## src/nicdc_pkg.sv

```systemverilog
// How it works
// - Transfer width bit low gives byte-wide DMA, high gives word-wide DMA.
// - Byte order low keeps high byte on upper lanes; high swaps; byte mode ignores.
// - Long address bit picks dual 16-bit or single 32-bit mode; software clears it.
// - Long address bit comes out of reset set to one.
// - Loopback select is active low and also needs the loopback mode field programmed.
// - Auto-init bit set lets send command run; clear blocks it.
// - Threshold codes 0..3 mean 2, 4, 8, 12 bytes gathered before buffer write.
// - Transmit refill threshold is sixteen bytes minus the receive threshold.
// - Inhibit CRC bit low appends CRC, high omits it.
// - Loopback field selects normal, core, encoder/decoder or coax loopback.
// - Both loopback mode bits reset to zero.
// - Remote disable: hash 62 stops transmitter, hash 63 or clearing bit restarts it.
// - Collision offset limits first three backoffs to 2^min(3+n,10) slots.
package nicdc_pkg;

    // Register byte offsets on the bus
    localparam logic [7:0] OFS_DATA_CFG   = 8'h00;
    localparam logic [7:0] OFS_TX_CFG     = 8'h04;
    localparam logic [7:0] OFS_STATUS     = 8'h08;

    // Data configuration fields
    localparam int DCF_WIDTH      = 0;
    localparam int DCF_ORDER      = 1;
    localparam int DCF_LONG_ADDR  = 2;
    localparam int DCF_LOOP_N     = 3;
    localparam int DCF_AUTO_INIT  = 4;
    localparam int DCF_FT_LO      = 5;
    localparam int DCF_FT_HI      = 6;
    localparam logic [7:0] DCF_WR_MASK = 8'h7f;
    localparam logic [7:0] DCF_RESET   = 8'h04;

    // Transmit configuration fields
    localparam int TCF_INHIBIT_CRC = 0;
    localparam int TCF_LB_LO       = 1;
    localparam int TCF_LB_HI       = 2;
    localparam int TCF_REMOTE_DIS  = 3;
    localparam int TCF_COLL_OFS    = 4;
    localparam logic [7:0] TCF_WR_MASK = 8'h1f;
    localparam logic [7:0] TCF_RESET   = 8'h00;

    // Loopback modes
    localparam logic [1:0] LB_NORMAL     = 2'h0;
    localparam logic [1:0] LB_CORE       = 2'h1;
    localparam logic [1:0] LB_ENDEC      = 2'h2;
    localparam logic [1:0] LB_COAX       = 2'h3;

    // Remote disable hash bits
    localparam logic [5:0] HASH_TX_OFF   = 6'h3e;
    localparam logic [5:0] HASH_TX_ON    = 6'h3f;

    // FIFO and backoff figures
    localparam logic [4:0] FIFO_BYTES    = 5'h10;
    localparam logic [4:0] BACKOFF_CAP   = 5'h0a;
    localparam logic [4:0] OFS_COLLISIONS = 5'h03;
    localparam logic [4:0] OFS_EXP_BASE  = 5'h03;

    // Data path widths
    localparam int DATA_W = 16;
    localparam int BUF_DEPTH = 2;

endpackage

```

## src/nicdc_buf2.sv

```systemverilog
`timescale 1ns/100ps
`default_nettype none
module nicdc_buf2
    import nicdc_pkg::*;
(
    // Clock and reset
    input  wire logic              sys_clk,
    input  wire logic              rst,
    // Fill side
    input  wire logic [DATA_W-1:0] s_data,
    input  wire logic              s_valid,
    output logic                   s_ready,
    // Drain side
    output logic [DATA_W-1:0]      m_data,
    output logic                   m_valid,
    input  wire logic              m_ready
);

    logic [DATA_W-1:0] mem_ff [BUF_DEPTH];
    logic [DATA_W-1:0] nxt_mem [BUF_DEPTH];
    logic              wr_ptr_ff, nxt_wr_ptr;
    logic              rd_ptr_ff, nxt_rd_ptr;
    logic [1:0]        count_ff,  nxt_count;
    logic              push, pop;

    // Honest full and empty flags
    assign s_ready = (count_ff != 2'h2);
    assign m_valid = (count_ff != 2'h0);
    assign m_data  = mem_ff[rd_ptr_ff];
    assign push    = s_valid && s_ready;
    assign pop     = m_valid && m_ready;

    // Pointer and storage update
    always_comb begin
        nxt_mem    = mem_ff;
        nxt_wr_ptr = wr_ptr_ff;
        nxt_rd_ptr = rd_ptr_ff;
        nxt_count  = count_ff;
        if (push) begin
            nxt_mem[wr_ptr_ff] = s_data;
            nxt_wr_ptr         = ~wr_ptr_ff;
        end
        if (pop) begin
            nxt_rd_ptr = ~rd_ptr_ff;
        end
        case ({push, pop})
            2'b10:   nxt_count = count_ff + 2'h1;
            2'b01:   nxt_count = count_ff - 2'h1;
            default: nxt_count = count_ff;
        endcase
    end

    always_ff @(posedge sys_clk) begin
        mem_ff <= nxt_mem;
        if (rst) begin
            wr_ptr_ff <= 1'b0;
            rd_ptr_ff <= 1'b0;
            count_ff  <= 2'h0;
        end else begin
            wr_ptr_ff <= nxt_wr_ptr;
            rd_ptr_ff <= nxt_rd_ptr;
            count_ff  <= nxt_count;
        end
    end

    a_buf_no_overflow : assert property (@(posedge sys_clk) disable iff (rst)
        (count_ff == 2'h2 && !pop) |=> count_ff == 2'h2)
        else $error("two-entry buffer count moved while full and stalled");

endmodule
`default_nettype wire

```

## src/nicdc_cfg.sv

```systemverilog
// The register addresses and the Wishbone register port are this design's own decisions.
`timescale 1ns/100ps
`default_nettype none
module nicdc_cfg
    import nicdc_pkg::*;
(
    // Clock and reset
    input  wire logic              sys_clk,
    input  wire logic              rst,
    // Wishbone slave
    input  wire logic              wb_cyc_i,
    input  wire logic              wb_stb_i,
    input  wire logic              wb_we_i,
    input  wire logic [7:0]        wb_adr_i,
    input  wire logic [3:0]        wb_sel_i,
    input  wire logic [31:0]       wb_dat_i,
    output logic [31:0]            wb_dat_o,
    output logic                   wb_ack_o,
    // DMA data from buffer RAM
    input  wire logic [DATA_W-1:0] dma_in_data,
    input  wire logic              dma_in_valid,
    output logic                   dma_in_ready,
    // DMA data toward the system data lanes
    output logic [DATA_W-1:0]      dma_out_data,
    output logic                   dma_out_valid,
    input  wire logic              dma_out_ready,
    // Remote DMA and command
    input  wire logic              send_cmd,
    output logic                   send_exec,
    output logic                   dma_single32,
    // FIFO thresholds
    input  wire logic [4:0]        rx_fifo_bytes,
    input  wire logic [4:0]        tx_fifo_bytes,
    output logic [4:0]             rx_threshold,
    output logic                   rx_flush_req,
    output logic                   tx_fetch_req,
    // Transmitter controls
    output logic                   crc_append,
    output logic [1:0]             loopback_mode,
    input  wire logic              mcast_hit,
    input  wire logic [5:0]        mcast_hash,
    output logic                   tx_enable,
    input  wire logic [4:0]        collision_num,
    output logic [4:0]             backoff_exp
);

    typedef enum logic [0:0] {FMT_FIRST, FMT_SECOND} nicdc_fmt_type;

    // Receive threshold decode, bytes are twice the words
    function automatic logic [4:0] thresh_bytes(input logic [1:0] code);
        case (code)
            2'h0:    thresh_bytes = 5'h02;
            2'h1:    thresh_bytes = 5'h04;
            2'h2:    thresh_bytes = 5'h08;
            default: thresh_bytes = 5'h0c;
        endcase
    endfunction

    logic [7:0]  dcfg_ff, nxt_dcfg;
    logic [7:0]  tcfg_ff, nxt_tcfg;
    logic        ack_ff,  nxt_ack;
    logic [31:0] rdat_ff, nxt_rdat;
    logic        bus_req, wr_dcfg, wr_tcfg;
    logic        txoff_ff, nxt_txoff;
    logic        send_ff, nxt_send;
    logic [4:0]  bexp_ff, nxt_bexp;
    logic [DATA_W-1:0] buf_data;
    logic        buf_valid, buf_ready;
    nicdc_fmt_type fmt_ff, nxt_fmt;
    logic [DATA_W-1:0] odat_ff, nxt_odat;
    logic        oval_ff, nxt_oval;
    logic        load_ok;

    // Bus request decode, answered one cycle later
    assign bus_req = wb_cyc_i && wb_stb_i && !ack_ff;
    assign wr_dcfg = bus_req && wb_we_i && wb_sel_i[0] && (wb_adr_i == OFS_DATA_CFG);
    assign wr_tcfg = bus_req && wb_we_i && wb_sel_i[0] && (wb_adr_i == OFS_TX_CFG);

    // Register writes and bus answer
    always_comb begin
        nxt_ack  = bus_req;
        nxt_dcfg = dcfg_ff;
        nxt_tcfg = tcfg_ff;
        nxt_rdat = 32'h0;
        if (wr_dcfg) begin
            nxt_dcfg = wb_dat_i[7:0] & DCF_WR_MASK;
        end
        if (wr_tcfg) begin
            nxt_tcfg = wb_dat_i[7:0] & TCF_WR_MASK;
        end
        if (bus_req && !wb_we_i) begin
            case (wb_adr_i)
                OFS_DATA_CFG: nxt_rdat = {24'h0, dcfg_ff};
                OFS_TX_CFG:   nxt_rdat = {24'h0, tcfg_ff};
                OFS_STATUS:   nxt_rdat = {27'h0, fmt_ff == FMT_SECOND, oval_ff,
                                          buf_valid, txoff_ff, send_ff};
                default:      nxt_rdat = 32'h0;
            endcase
        end
    end

    always_ff @(posedge sys_clk) begin
        if (rst) begin
            dcfg_ff <= DCF_RESET;
            tcfg_ff <= TCF_RESET;
            ack_ff  <= 1'b0;
            rdat_ff <= 32'h0;
        end else begin
            dcfg_ff <= nxt_dcfg;
            tcfg_ff <= nxt_tcfg;
            ack_ff  <= nxt_ack;
            rdat_ff <= nxt_rdat;
        end
    end

    assign wb_ack_o = ack_ff;
    assign wb_dat_o = rdat_ff;

    assign dma_single32 = dcfg_ff[DCF_LONG_ADDR];
    assign crc_append   = !tcfg_ff[TCF_INHIBIT_CRC];
    assign loopback_mode = dcfg_ff[DCF_LOOP_N] ? LB_NORMAL
                         : {tcfg_ff[TCF_LB_HI], tcfg_ff[TCF_LB_LO]};
    assign rx_threshold = thresh_bytes({dcfg_ff[DCF_FT_HI], dcfg_ff[DCF_FT_LO]});
    assign rx_flush_req = (rx_fifo_bytes >= rx_threshold);
    assign tx_fetch_req = (tx_fifo_bytes <= (FIFO_BYTES - rx_threshold));
    assign tx_enable    = !txoff_ff;
    assign send_exec    = send_ff;
    assign backoff_exp  = bexp_ff;

    // Transmitter gating, send command and backoff limit
    always_comb begin
        nxt_txoff = txoff_ff;
        if (!tcfg_ff[TCF_REMOTE_DIS]) begin
            nxt_txoff = 1'b0;
        end else if (mcast_hit && mcast_hash == HASH_TX_ON) begin
            nxt_txoff = 1'b0;
        end else if (mcast_hit && mcast_hash == HASH_TX_OFF) begin
            nxt_txoff = 1'b1;
        end
        nxt_send = send_cmd && dcfg_ff[DCF_AUTO_INIT];
        if (tcfg_ff[TCF_COLL_OFS] && collision_num != 5'h0
            && collision_num <= OFS_COLLISIONS) begin
            nxt_bexp = OFS_EXP_BASE + collision_num;
        end else begin
            nxt_bexp = collision_num;
        end
        if (nxt_bexp > BACKOFF_CAP) begin
            nxt_bexp = BACKOFF_CAP;
        end
    end

    always_ff @(posedge sys_clk) begin
        if (rst) begin
            txoff_ff <= 1'b0;
            send_ff  <= 1'b0;
            bexp_ff  <= 5'h0;
        end else begin
            txoff_ff <= nxt_txoff;
            send_ff  <= nxt_send;
            bexp_ff  <= nxt_bexp;
        end
    end

    // Two-entry buffer ahead of the lane formatter
    nicdc_buf2 u_buf (
        .sys_clk (sys_clk),
        .rst     (rst),
        .s_data  (dma_in_data),
        .s_valid (dma_in_valid),
        .s_ready (dma_in_ready),
        .m_data  (buf_data),
        .m_valid (buf_valid),
        .m_ready (buf_ready)
    );

    assign load_ok   = !oval_ff || dma_out_ready;
    assign buf_ready = load_ok && (dcfg_ff[DCF_WIDTH] || fmt_ff == FMT_SECOND);

    // Lane formatter: words, swapped words or split bytes
    always_comb begin
        nxt_fmt  = fmt_ff;
        nxt_odat = odat_ff;
        nxt_oval = oval_ff && !dma_out_ready;
        if (load_ok && buf_valid) begin
            nxt_oval = 1'b1;
            if (dcfg_ff[DCF_WIDTH]) begin
                nxt_fmt = FMT_FIRST;
                if (dcfg_ff[DCF_ORDER]) begin
                    nxt_odat = {buf_data[7:0], buf_data[15:8]};
                end else begin
                    nxt_odat = buf_data;
                end
            end else begin
                case (fmt_ff)
                    FMT_FIRST: begin
                        nxt_odat = {8'h0, buf_data[7:0]};
                        nxt_fmt  = FMT_SECOND;
                    end
                    FMT_SECOND: begin
                        nxt_odat = {8'h0, buf_data[15:8]};
                        nxt_fmt  = FMT_FIRST;
                    end
                    default: begin
                        nxt_fmt = FMT_FIRST;
                    end
                endcase
            end
        end
    end

    always_ff @(posedge sys_clk) begin
        if (rst) begin
            fmt_ff  <= FMT_FIRST;
            odat_ff <= 16'h0;
            oval_ff <= 1'b0;
        end else begin
            fmt_ff  <= nxt_fmt;
            odat_ff <= nxt_odat;
            oval_ff <= nxt_oval;
        end
    end

    assign dma_out_data  = odat_ff;
    assign dma_out_valid = oval_ff;

    // Bus answers one cycle after request, then drops
    a_ack_follows_req : assert property (@(posedge sys_clk) disable iff (rst)
        (wb_cyc_i && wb_stb_i && !wb_ack_o) |=> wb_ack_o ##1 !wb_ack_o)
        else $error("bus answer not single cycle after request");

    a_reset_values : assert property (@(posedge sys_clk)
        rst |=> dcfg_ff[DCF_LONG_ADDR] && loopback_mode == LB_NORMAL)
        else $error("configuration reset values wrong");

    a_crc_inhibit : assert property (@(posedge sys_clk) disable iff (rst)
        (wr_tcfg && wb_dat_i[TCF_INHIBIT_CRC]) |=> !crc_append)
        else $error("CRC still appended after inhibit write");

    a_loop_normal : assert property (@(posedge sys_clk) disable iff (rst)
        (wr_dcfg && wb_dat_i[DCF_LOOP_N]) |=> loopback_mode == LB_NORMAL)
        else $error("loopback active with select high");

    a_send_gate : assert property (@(posedge sys_clk) disable iff (rst)
        send_exec |-> $past(send_cmd) && $past(dcfg_ff[DCF_AUTO_INIT]))
        else $error("send executed without auto-init");

    a_remote_off : assert property (@(posedge sys_clk) disable iff (rst)
        (tcfg_ff[TCF_REMOTE_DIS] && mcast_hit && mcast_hash == HASH_TX_OFF) |=> !tx_enable)
        else $error("transmitter not disabled by hash 62");

    a_remote_on : assert property (@(posedge sys_clk) disable iff (rst)
        (mcast_hit && mcast_hash == HASH_TX_ON) |=> tx_enable)
        else $error("transmitter not enabled by hash 63");

    a_backoff_ofs : assert property (@(posedge sys_clk) disable iff (rst)
        (tcfg_ff[TCF_COLL_OFS] && collision_num == 5'h2) |=> backoff_exp == 5'h5)
        else $error("offset backoff exponent wrong");

    a_thresholds : assert property (@(posedge sys_clk) disable iff (rst)
        (rx_threshold == 5'h0c && tx_fifo_bytes == 5'h05) |-> !tx_fetch_req)
        else $error("transmit refill threshold wrong");

    a_byte_lanes : assert property (@(posedge sys_clk) disable iff (rst)
        (dma_out_valid && !dcfg_ff[DCF_WIDTH] && fmt_ff == FMT_SECOND)
        |-> dma_out_data[15:8] == 8'h0)
        else $error("upper lanes driven in byte mode");

endmodule
`default_nettype wire

```

## config.mk

```make
export PLATFORM = sky130hd
export DESIGN_NAME = nicdc_cfg
export DESIGN_NICKNAME = d
export VERILOG_FILES = /design/src/nicdc_pkg.sv /design/src/nicdc_buf2.sv /design/src/nicdc_cfg.sv
export SDC_FILE = /design/constraint.sdc
export NUM_CORES = 1
export LEC_CHECK = 0
export ABC_AREA = 1
export BUFFER_PORTS_ARGS = -buffer_cell sky130_fd_sc_hd__buf_2
export CORE_ASPECT_RATIO = 0.5
export CORE_MARGIN = 2
export CORE_UTILIZATION = 45
export DETAILED_ROUTE_END_ITERATION = 10
export GPL_TIMING_DRIVEN = 0
export PLACE_DENSITY = 0.8
export REMOVE_ABC_BUFFERS = 1
export SLEW_MARGIN = 10
export SYNTH_ARGS = -nofsm -noshare
export SYNTH_HDL_FRONTEND = slang
export SYNTH_HIERARCHICAL = 1
export SYNTH_SLANG_ARGS = --single-unit
```

## constraint.sdc

```tcl
create_clock -name sys_clk -period 2.29 [get_ports sys_clk]
set_input_delay 0.229 -clock sys_clk [delete_from_list [all_inputs] [get_ports sys_clk]]
set_output_delay 0.229 -clock sys_clk [all_outputs]
set_load 0.02 [all_outputs]
```

Yosys cells after proc, flatten, opt, wreduce, memory -nomap -nowiden

Index checks and enable logic that the tools add are counted.

Flip-flop bits (word level): 106
Bits in latches: 0
Memory bits (writable): 0
Logic and storage cells: 95
ROM bits: 0
Memories: 0

Multipliers: 0
Bitwise operators: 7
Mux-type cells: 18
Add/subtract/negate cells: 4
Reductions and logical operators: 34
Shifts and indexed selects: 0
Div/mod/pow operators: 0
Order comparisons: 7
Equal/unequal tests: 9

Operators with widths:

| cell                                                            | count |
|---|---|
| 2-to-1 mux 16 bit                                               | 6 |
| bitwise mux 32 bit                                              | 1 |
| one-hot mux 16 bit (2 select lines)                             | 1 |
| one-hot mux 7 bit (3 select lines)                              | 1 |
| logical AND 1 bit                                               | 18 |
| demux 16 bit (select 1 bit)                                     | 1 |
| == test 6 bit (second input constant)                           | 2 |
| one-hot mux 4 bit (3 select lines)                              | 1 |
| == test 8 x 3 -> 1 bit (second input constant)                  | 1 |
| == test 8 x 4 -> 1 bit (second input constant)                  | 1 |
| zero test 8 bit                                                 | 1 |
| zero test 1 bit                                                 | 6 |
| adder 2 x 5 -> 5 bit (first input constant)                     | 1 |
| greater-or-equal comparator 5 bit                               | 1 |
| > comparator 5 x 4 -> 1 bit (second input constant)             | 1 |
| less-or-equal comparator 5 x 2 -> 1 bit (second input constant) | 1 |
| less-or-equal comparator 5 bit                                  | 1 |
| 2-to-1 mux 5 bit                                                | 1 |
| NOT 1 bit                                                       | 5 |
| nonzero test 5 bit                                              | 1 |
| subtractor 5 bit (first input constant)                         | 1 |
| == test 2 x 1 -> 1 bit (second input constant)                  | 2 |
| == test 2 bit (second input constant)                           | 2 |
| greater-or-equal comparator 2 bit (second input constant)       | 2 |
| other kinds (15)                                                | 20 |

Longest topological paths before layout

Gate-level depths: netlist of run 1.

Depth in word-level cells: 6
Gate-level depth with buffers: 13

Cells and area by module

Netlist of run 1, hierarchy kept.

By module, submodules not included:

| module     | seq. area each (um^2) | area an instance (um^2) | instances | cells an instance |
|---|---|---|---|---|
| nicdc_cfg  | 900.9                 | 2467.4                  | 1         | 345 |
| nicdc_buf2 | 1041.0                | 1427.6                  | 1         | 119 |

Worst setup path after synthesis of run 1

No wires, ideal clock.

Path type: flip-flop to flip-flop
Start point: reg u_buf.count_ff[0]
End point: reg u_buf/mem_ff[0] (netlist bit) (enable)
Stages on the path, launching flop included: 5
Slack: 0.559 ns
Arrival: 1.342 ns
Period minus slack after synthesis: 1.731 ns
Required time: 1.902 ns
Path through: dfxtp_1 -> inv_2 -> nand2_2 -> nand2_4 -> nor2_1

Cells in the longest elaborated chain, start to end: 2

Ends and longest elaborated chain:

| item                     | RTL line         | text |
|---|---|---|
| start: declaration       | nicdc_buf2.sv:23 | `logic [1:0] count_ff, nxt_count;` |
| start signal: assignment | nicdc_buf2.sv:62 | `count_ff <= nxt_count;` |
| != test 2 bit            | nicdc_buf2.sv:27 | `assign s_ready = (count_ff != 2'h2);` |
| via dma_in_ready         | nicdc_cfg.sv:22  | `output logic dma_in_ready,` |
| logical AND 1 bit        | nicdc_buf2.sv:30 | `assign push = s_valid && s_ready;` |
| end signal: assignment   | nicdc_buf2.sv:54 | `mem_ff <= nxt_mem;` |
| end: declaration         | nicdc_buf2.sv:19 | `logic [DATA_W-1:0] mem_ff [BUF_DEPTH];` |

The timed path passes the listed nets, and every way through them passes these cells.
A chain may end at the register's enable or synchronous reset.

Worst setup path after layout of run 1

Start point: reg u_buf.count_ff[0]
End point: reg odat_ff[0] (netlist: dma_out_data[0])

Cells in the longest elaborated chain, start to end: 2

Ends and longest elaborated chain:

| item                   | RTL line         | text |
|---|---|---|
| nonzero test 2 bit     | nicdc_buf2.sv:28 | `assign m_valid = (count_ff != 2'h0);` |
| via buf_valid          | nicdc_cfg.sv:68  | `logic buf_valid, buf_ready;` |
| logical AND 1 bit      | nicdc_cfg.sv:184 | `if (load_ok && buf_valid) begin` |
| end signal: assignment | nicdc_cfg.sv:218 | `odat_ff <= nxt_odat;` |
| end: declaration       | nicdc_cfg.sv:70  | `logic [DATA_W-1:0] odat_ff, nxt_odat;` |

The timed path passes the listed nets, and every way through them passes these cells.

==> metrics.yaml, run 1 <==
status: "finished clean"
start_util_pct: 47.5
cp-end-kind: "register"
total_power_mw: 3.68
cp_data_required_time_ns: 2.57
preCtsSetupSlack_ns: 0.319
post_cts_resized: 0
wl_met3_um: 603
m1WireLength_um: 3570
period_minus_slack_ns: 1.94
grt_pass1_vias: 3051
cts_made_buffers: 9
overflow: 0
cts_tree: "yes"
worst_slew_pin_slew_ns: 1.00
die-area_um2: 9460
antenna_found_initial: 0
critPathArrivalTime_ns: 2.22
worst-setup-path-type: "register to register"
r2r_slack_ns: 0.35
finClkSkew_ns: 0.00458
cap_violations: 0
dieHeight_um: 69.8
clkLatencyLatePin_ns: 0.33
ctsHoldBuffers: 0
syn2layout_area_growth_pct: 19.3
synth-seq-cells: 81
cts.sinks: 81
ys_seq_area_share_pct: 49.9
maxSlewHeadroom_pct: 32.6
grt_pass1_wl_um: 13700
die_x_um: 136
ioPinCount: 159
cts_root_buffer: "clkbuf_16"
ir_drop_mv: 0.460
dr.max_layer_used: "met4"
port_buffers: 103
crit_fanout: 16
worst_slack_ns: 0.346
drtIter0Drc: 204
avgSynthCellArea_um2: 8.39
drc: 0
fmax_mhz: 515
wl_um: 8360
synth_area_um2: 3890
antenna_left: 0
layout-drive-gt1-share_pct: 24.9
setup_violations: 0
cts_htree_levels: 3
timing.setup.tns_ns: 0
cts_buffer_depth: 2
place.gp.congestion: 0.774
grt_max_degree: 24
post-route-period-util_pct: 84.9
dr_wl_met2_um: 4070
hold_viol: 0
ys_types: 36
yosys_warnings: 6
syn_inst: 464
grt.total_usage_pct: 18.4
wire_per_inst_um: 12.3
antenna_cells: 0
min_path_type: "input port to register"
final_max_slew_viol_count: 0
rows: 23
n_fill_cell: 740
start_kind: "register"
power_density_nw_per_um2: 791
dr.pass1.iters: 4
dr_total_vias: 3203
p_leak_nw: 2.24
rsz0062_at_grt: "false"
dp_hpwl_um: 5960
fin_nets: 666
path_clk_slew_ns: 0.06
via_per_inst: 4.70
coreArea_um2: 8200
cts_setup_buffers: 0
==> cell usage in the layout, fill, tap and decap left out, drive strengths merged <==
master,Yosys,final
o2111ai,1,1
nand3b,3,3
ha,11,11
buf,34,103
clkinv,1,5
clkbuf,6,10
o211ai,1,1
o21ai,27,27
o31ai,1,1
a211oi,1,1
or2,1,1
a21oi,35,35
nand3,13,13
conb,2,29
nor3,1,1
dfxtp,49,49
a21boi,1,1
nand4,7,7
clkinvlp,0,1
a31oi,5,5
nor4,1,1
and3,1,1
nor2,33,33
or3b,1,1
nand2,118,118
inv,70,71
edfxtp,32,32
mux2,8,8
==> final cells by class <==
| cell class | count | area, µm² | area share (%) |
|---|---|---|---|
| Clock buffer | 10 | 229 | 4.93 |
| Clock inverter | 6 | 43.8 | 0.942 |
| Inverter | 71 | 274 | 5.90 |
| Multi-Input combinational cell | 299 | 1500 | 32.4 |
| Sequential cell | 81 | 1940 | 41.8 |
| Tap cell | 112 | 140 | 3.01 |
| Timing Repair Buffer | 103 | 515 | 11.1 |
==> Yosys cell counts, drive strengths merged <==
library cell    n  share of area, %
o31ai           1              0.19
and3            1              0.16
or3b            1              0.22
nand2         118                12
clkinv          1              0.22
a211oi          1              0.19
nand3          13               1.7
a21oi          35               4.5
edfxtp         32                25
nand3b          3              0.58
nand4           7               1.1
clkbuf          6              0.58
a21boi          1              0.19
or2             1              0.22
mux2            8               2.3
nor2           33               3.3
inv            70               6.8
nor3            1              0.13
dfxtp          49                25
buf            34               6.6
nor4            1              0.55
a31oi           5              0.80
conb            2              0.19
ha             11               3.5
o211ai          1              0.19
o2111ai         1              0.22
o21ai          27               3.6
==> state kept, by name, indices dropped and copies added, names as in the netlist <==
register	flops
u_buf/rd_ptr_ff	1
txoff_ff	1
wb_dat_o	7
send_exec	1
dma_out_data	16
u_buf/count_ff	2
wb_ack_o	1
fmt_ff	1
dcfg_ff	7
backoff_exp	5
u_buf/mem_ff	32
dma_out_valid	1
u_buf/wr_ptr_ff	1
tcfg_ff	5
==> logic make-up after synthesis <==
group	synth area share, %
simple gates	20.0
compound gates	9.86
fa+ha+maj	3.53
flops	49.9
other cells	0.193
mux	2.31
buf+inv	14.3
==> worst max-delay path, cell delays in order, from the launching register on <==
cell	delay, ns
dfxtp_1	0.37
inv_2	0.09
nand2_4	0.10
nand2_1	0.29
inv_1	0.50
o21ai_0	0.17
a21oi_1	0.19
o21ai_0	0.10
inv_1	0.08
==> power by group <==
group	leakage, nW	internal (mW)	switching (mW)
clock network	0.133	0.737	0.568
registers	0.698	1.62	0.0613
logic	1.41	0.221	0.471
==> layer usage <==
| metal | global-route usage (%) | up-vias |
|---|---|---|
| li1 | - | 1636 |
| met1 | 20.3 | 1451 |
| met2 | 32.7 | 103 |
| met3 | 6.07 | 13 |
| met4 | 7.64 | 0 |
| met5 | 0 | - |
==> per-stage QoR <==
step	area [µm²]	util, %	cells	hold slack (ns)
6_report	4650	56.7	682	0.0809
5_1_grt	4650	56.7	682	0.0749
4_1_cts	4650	56.7	682	0.0746
2_1_floorplan	3710	-	451	0.298
3_5_place_dp	4380	53.3	666	0.421
3_3_place_gp	4370	53.3	666	0.419
==> final timing paths <==
check / end / cells past startpoint / startpoint
worst min register to register: send_exec / 2 / dcfg_ff[4]
worst min-delay path: u_buf/mem_ff[21] / 1 / dma_in_data[5]
worst max-delay path: dma_out_data[0] / 8 / u_buf/count_ff[0]
worst max register to register: dma_out_data[0] / 8 / u_buf/count_ff[0]
(Power assumes the default switching activity.)
==> run 2: changes to the inputs <==
ABC_AREA = 0   (was 1)
CORE_UTILIZATION = 43   (was 45)
PLACE_DENSITY = 0.81   (was 0.8)
clock period = 1.6 ns   (was 2.29 ns; I/O delays follow)
==> metrics.yaml, run 2 <==
status: "complete, but fails checks"
violations: "setup timing"
grt_pass1_wl_um: 12400  # -8.9%
drc: 0  # unchanged
place.gp.congestion: 0.719  # -7.1%
multiInputGateArea_um2: 1710  # +14%
clkLatencyLatePin_ns: 0.33  # about the same
dp_cells: 551  # -17%
worst-setup-path-type: "register to output pin"
layout-drive-gt1-share_pct: 39.4  # +15 points
synth_ff_type: "dfxtp_1"
cts_tree: "yes"
setup_violations: 2  # +2
top_register: "u_buf/mem_ff"
p_leak_nw: 2.04  # -9.0%
netlist.area_leader.share_pct: 25.7  # +0.53 points
timing.setup.tns_ns: -0.583  # -0.583 ns
path_clk_slew_ns: 0.06  # about the same
start_util_pct: 44.1  # -3.4 points
cts_htree_levels: 3  # unchanged
hold_viol: 0  # unchanged
overflow: 0  # unchanged
synthArstFlopShare_pct: 0  # unchanged
port_buffers: 103  # unchanged
final_max_slew_viol_count: 0  # unchanged
dp_hpwl_um: 5510  # -7.5%
power_density_nw_per_um2: 1280  # +62%
worst_slack_ns: -0.349  # -0.695 ns
coreArea_um2: 8650  # +5.4%
wl_um: 8210  # -1.8%
grt_pass1_vias: 2689  # -12%
cts_buffer_depth: 2  # unchanged
avgSynthCellArea_um2: 11.0  # +31%
mostFrequentLayoutCells: "buf_2, dfxtp_1, edfxtp_1"
antenna_cells: 0  # unchanged
min_path_type: "input port to register"
finClkSkew_ns: 0.00732  # +0.00274 ns
via_per_inst: 4.92  # +4.7%
syn_inst: 348  # -25%
maxSlewHeadroom_pct: 44.5  # +12 points
start_kind: "register"
wire_per_inst_um: 14.3  # +16%
regArea_um2: 1960  # +1.0%
die-area_um2: 9690  # +2.4%
antenna_left: 0  # unchanged
rsz0062_at_grt: "true"
cap_violations: 0  # unchanged
total_power_mw: 6.10  # +66%
post-route-util_pct: 55.0  # -1.7 points
die_x_um: 137  # +1.2%
post-synth-top-count-cell: "dfxtp_1"
synth_top_cell_by_area: "dfxtp_1"
synth_commonest_cells: "dfxtp_1, edfxtp_1, buf_4"
dieHeight_um: 70.6  # +1.2%
clkPwrFrac_pct: 30.4  # -5.1 points
syn2layout_area_growth_pct: 24.6
fin_nets: 555  # -17%
ys_seq_area_share_pct: 50.9  # +1.0 points
synth-edff-count: 32  # unchanged
rows: 24  # +4.3%
p_switching_mw: 1.95  # +77%
post-route-period-util_pct: 122
cts_made_buffers: 9  # unchanged
synth-seq-cells: 81  # unchanged
internal_power_mw: 4.15  # +61%
yosys-top-cells-area: "dfxtp_1, edfxtp_1, mux2_2"
grt.total_usage_pct: 16.8  # -1.6 points
drtIter0Drc: 188  # -7.8%
dr_total_vias: 2833  # -12%
stdcell_count: 576  # -16%
combPwrFrac_pct: 26.4  # +7.6 points
grt_max_degree: 51  # +110%
yosys_warnings: 6  # unchanged
crit_fanout: 4  # -12
ir_drop_mv: 0.662  # +44%
fmax_mhz: 513
cp-end-kind: "output pin"
synth_area_um2: 3810  # -2.1%
worst_slew_pin_slew_ns: 0.833  # -0.171 ns
seq_power_share_pct: 43.1  # -2.6 points
final_common_cell: "buf_2"
cts_root_buffer: "clkbuf_16"
period_minus_slack_ns: 1.95
dr.pass1.iters: 5  # +1
antenna_found_initial: 0  # unchanged
largest_reg_flops: 32  # unchanged
cts.sinks: 81  # unchanged
ys_types: 47  # +31%
cp_data_required_time_ns: 1.44  # -1.13 ns
n_fill_cell: 761  # +2.8%
critPathArrivalTime_ns: 1.79  # -0.43 ns
sw_frac_of_total_pct: 32.0  # +2.0 points
ioPinCount: 159  # unchanged
==> run 2: final cells by class <==
class / count / area share (%)
Clock buffer: 11 / 4.89
Clock inverter: 5 / 0.842
Inverter: 12 / 1.08
Multi-Input combinational cell: 238 / 36.0
Sequential cell: 81 / 41.3
Tap cell: 117 / 3.08
Timing Repair Buffer: 112 / 12.8
==> run 2: logic make-up (layout without fill, tap and decap cells) <==
family,Yosys count,count (layout),share of synthesized area [%]
flops,81,81,50.9
xor+xnor,4,4,0.919
mux,39,39,11.3
other cells,2,29,0.197
compound gates,56,56,8.99
fa+ha+maj,11,11,3.61
buf+inv,56,140,8.79
simple gates,99,99,15.3
==> run 2: power groups by stage <==
stage          Clock (mW)  Combinational (mW)  Sequential [mW]
2_1_floorplan           0               0.930             2.77
3_3_place_gp            0                1.51             2.65
3_5_place_dp            0                1.55             2.66
4_1_cts              1.91                1.57             2.62
5_1_grt              2.02                1.77             2.66
6_report             1.86                1.61             2.63
==> run 2: path summary, 6_finish.rpt <==
path	to	cells past startpoint	slack [ns]	from
setup reg to reg	u_buf/count_ff[1]	6	0.07	dma_out_valid
hold / removal	u_buf/mem_ff[18]	1	0.02	dma_in_data[2]
hold reg to reg	dma_out_data[10]	2	0.46	dma_out_data[10]
setup / recovery	tx_fetch_req	8	-0.35	dcfg_ff[6]
==> run 2: routing by layer <==
| layer | up-vias | global-route usage, % | part of all wire, % |
|---|---|---|---|
| met3 | 8 | 4.73 | 5.7 |
| met4 | 0 | 6.30 | 1.2 |
| met5 | - | 0 | 0 |
| met2 | 100 | 30.3 | 51 |
| met1 | 1330 | 19.2 | 42 |
| li1 | 1395 | - | - |
==> run 2: repair_timing <==
action / CTS / global route
hold buffers: 0 / 2
setup buffers: 5 / 2
pin swaps: 6 / 3
setup endpoints to repair: 52 / 28
resized for setup: 22 / 12
hold endpoints to repair: 0 / 4
==> run 2: critical path, cell delays in order, from the launching register on <==
cell and delay, ns:
dfxtp_4 0.39, inv_4 0.04, nor2_4 0.08, ha_4 0.20, nor2b_2 0.14, o21a_1 0.16
o21a_1 0.17, o22ai_1 0.12, buf_4 0.16
==> run 2: through the flow <==
step | instance area, µm² | setup slack (ns) | hold slack, ns
2_1_floorplan | 3630 | -0.293 | 0.229
3_3_place_gp | 4290 | -0.286 | 0.348
3_5_place_dp | 4290 | -0.313 | 0.351
4_1_cts | 4660 | -0.358 | 0.00184
5_1_grt | 4750 | -0.455 | 0.00425
6_report | 4750 | -0.349 | 0.0177
==> run 3: changes to the inputs <==
CORE_UTILIZATION = 45   (was 43)
CTS_BUF_LIST = sky130_fd_sc_hd__clkbuf_4 sky130_fd_sc_hd__clkbuf_8   (was default)
PLACE_DENSITY = 0.84   (was 0.81)
==> metrics.yaml, run 3 (same netlist as run 2, synthesis figures left out) <==
status: "complete, but fails checks"
violations: "setup timing"
cts_root_buffer: "clkbuf_8"
via_per_inst: 4.90  # -0.37%
dr_total_vias: 2852  # +0.67%
grt_max_degree: 51  # unchanged
cp-end-kind: "output pin"
grt_pass1_wl_um: 13100  # +5.2%
dieHeight_um: 69.1  # -2.1%
start_kind: "register"
fmax_mhz: 506  # -1.4%
rows: 23  # -4.2%
cp_data_required_time_ns: 1.44  # about the same
overflow: 0  # unchanged
post-route-period-util_pct: 124  # +1.8 points
total_power_mw: 5.62  # -7.8%
ioPinCount: 159  # unchanged
cts.sinks: 81  # unchanged
cts_buffer_depth: 2  # unchanged
crit_start: "dcfg_ff[6]"
critPathArrivalTime_ns: 1.82  # +0.03 ns
cap_violations: 0  # unchanged
cts_htree_levels: 3  # unchanged
dp_hpwl_um: 5520  # +0.19%
finClkSkew_ns: 0.00976  # +0.00244 ns
hold_viol: 0  # unchanged
hold_ws_ns: 0.0369  # +0.0192 ns
final_common_cell: "buf_2"
mostFrequentLayoutCells: "buf_2, dfxtp_1, edfxtp_1"
setup_violations: 2  # unchanged
fin_nets: 566  # +2.0%
rsz0062_at_grt: "true"
min_path_type: "input port to register"
path_clk_slew_ns: 0.08  # +0.02 ns
drc: 0  # unchanged
die-area_um2: 9270  # -4.3%
use_met2_pct: 32.0  # +1.6 points
syn2layout_area_growth_pct: 24.4
maxSlewHeadroom_pct: 43.1  # -1.3 points
largest_reg_flops: 32  # unchanged
antenna_cells: 0  # unchanged
cts_made_buffers: 9  # unchanged
wl_um: 8100  # -1.3%
place.gp.congestion: 0.748  # +4.0%
final_max_slew_viol_count: 0  # unchanged
antenna_left: 0  # unchanged
layout-drive-gt1-share_pct: 37.4  # -2.0 points
use_met1_pct: 21.0  # +1.8 points
postPlaceCellArea_um2: 4280  # -0.15%
period_minus_slack_ns: 1.98  # +0.0281 ns
drtIter0Drc: 148  # -21%
worstReg2RegStart: "dcfg_ff[0]"
grt.total_usage_pct: 18.0  # +1.1 points
min_from: "wb_dat_i[5]"
fin_area_um2: 4750  # -0.16%
die_x_um: 134  # -2.2%
cts_tree: "yes"
ir_drop_mv: 0.746  # +13%
worst_slew_pin_slew_ns: 0.853  # +0.0201 ns
antenna_found_initial: 0  # unchanged
coreArea_um2: 8120  # -6.2%
worst_slack_ns: -0.377  # -0.0281 ns
wire_per_inst_um: 13.9  # -2.3%
grt_pass1_vias: 2824  # +5.0%
start_util_pct: 47.0  # +2.9 points
p_leak_nw: 2.04  # +0.35%
grt-busiest-layer: "met2"
worst-setup-path-type: "register to output pin"
power_density_nw_per_um2: 1180  # -7.7%
met3_usage_pct: 4.86  # +0.13 points
port_buffers: 103  # unchanged
clkLatencyLatePin_ns: 0.36  # +0.03 ns
top_register: "u_buf/mem_ff"
crit_fanout: 4  # unchanged
dr.pass1.iters: 4  # -1
[run 3: cell count changes in the layout (fill, tap and decap cells not counted), moves of 2 or more]
| cell | previous run | this run |
|---|---|---|
| dlygate4sd3_1 | 2 | 17 |
| clkbuf_1 | 2 | 0 |
| clkbuf_8 | 0 | 10 |
| clkbuf_16 | 9 | 0 |
| buf_4 | 7 | 4 |
[run 3: stage by stage]
step | instances | setup slack (ns) | setup TNS [ns] | util (%)
2_1_floorplan | 331 | -0.293 | -0.610 | -
3_3_place_gp | 546 | -0.294 | -5.53 | 52.8
3_5_place_dp | 546 | -0.299 | -7.43 | 52.8
4_1_cts | 582 | -0.396 | -0.691 | 58.0
5_1_grt | 582 | -0.459 | -0.813 | 58.5
6_report | 582 | -0.377 | -0.658 | 58.5
[run 3: path summary, 6_finish.rpt]
path	slack, ns	cells after the start	endpoint
hold / removal	0.04	3	dcfg_ff[5]
setup reg to reg	0.11	6	u_buf/count_ff[1]
setup / recovery	-0.38	8	tx_fetch_req
hold reg to reg	0.45	2	dma_out_data[8]
[run 3: area by class of cell]
| class | instances | area, µm² |
|---|---|---|
| clock buffers | 11 | 145 |
| repair buffers | 123 | 717 |
| multi-input cells | 238 | 1690 |
| flip-flops and latches | 81 | 1960 |
| well taps | 112 | 140 |
| fillers | 705 | 3370 |
| inverters | 12 | 51.3 |
| clock inverters | 5 | 41.3 |
[run 3: worst max-delay path, stage by stage (launching register included)]
cell,delay (ns)
dfxtp_4,0.38
inv_4,0.06
nor2_2,0.03
ha_1,0.28
nor2b_1,0.14
o21a_1,0.16
o21a_1,0.16
o22ai_1,0.10
buf_4,0.16
[run 3: power by group]
part / switching [mW] / total, mW / internal, mW
Clock: 0.748 / 1.38 / 0.633
Sequential: 0.185 / 2.62 / 2.44
Combinational: 0.953 / 1.62 / 0.663
[run 3: metal layers]
metal | wire length (µm) | vias to the layer above
met4 | 78 | 0
met3 | 495 | 8
met5 | 0 | -
li1 | - | 1417
met1 | 3500 | 1327
met2 | 4030 | 100
[run 3: what timing repair did]
item                                    in CTS  in global routing
hold buffers                                17                  0
endpoints found under the setup margin      52                 19
buffers inserted                             3                  0
gates resized for setup                     22                  8
pin swaps                                    5                  0
endpoints found under the hold margin       33                  0
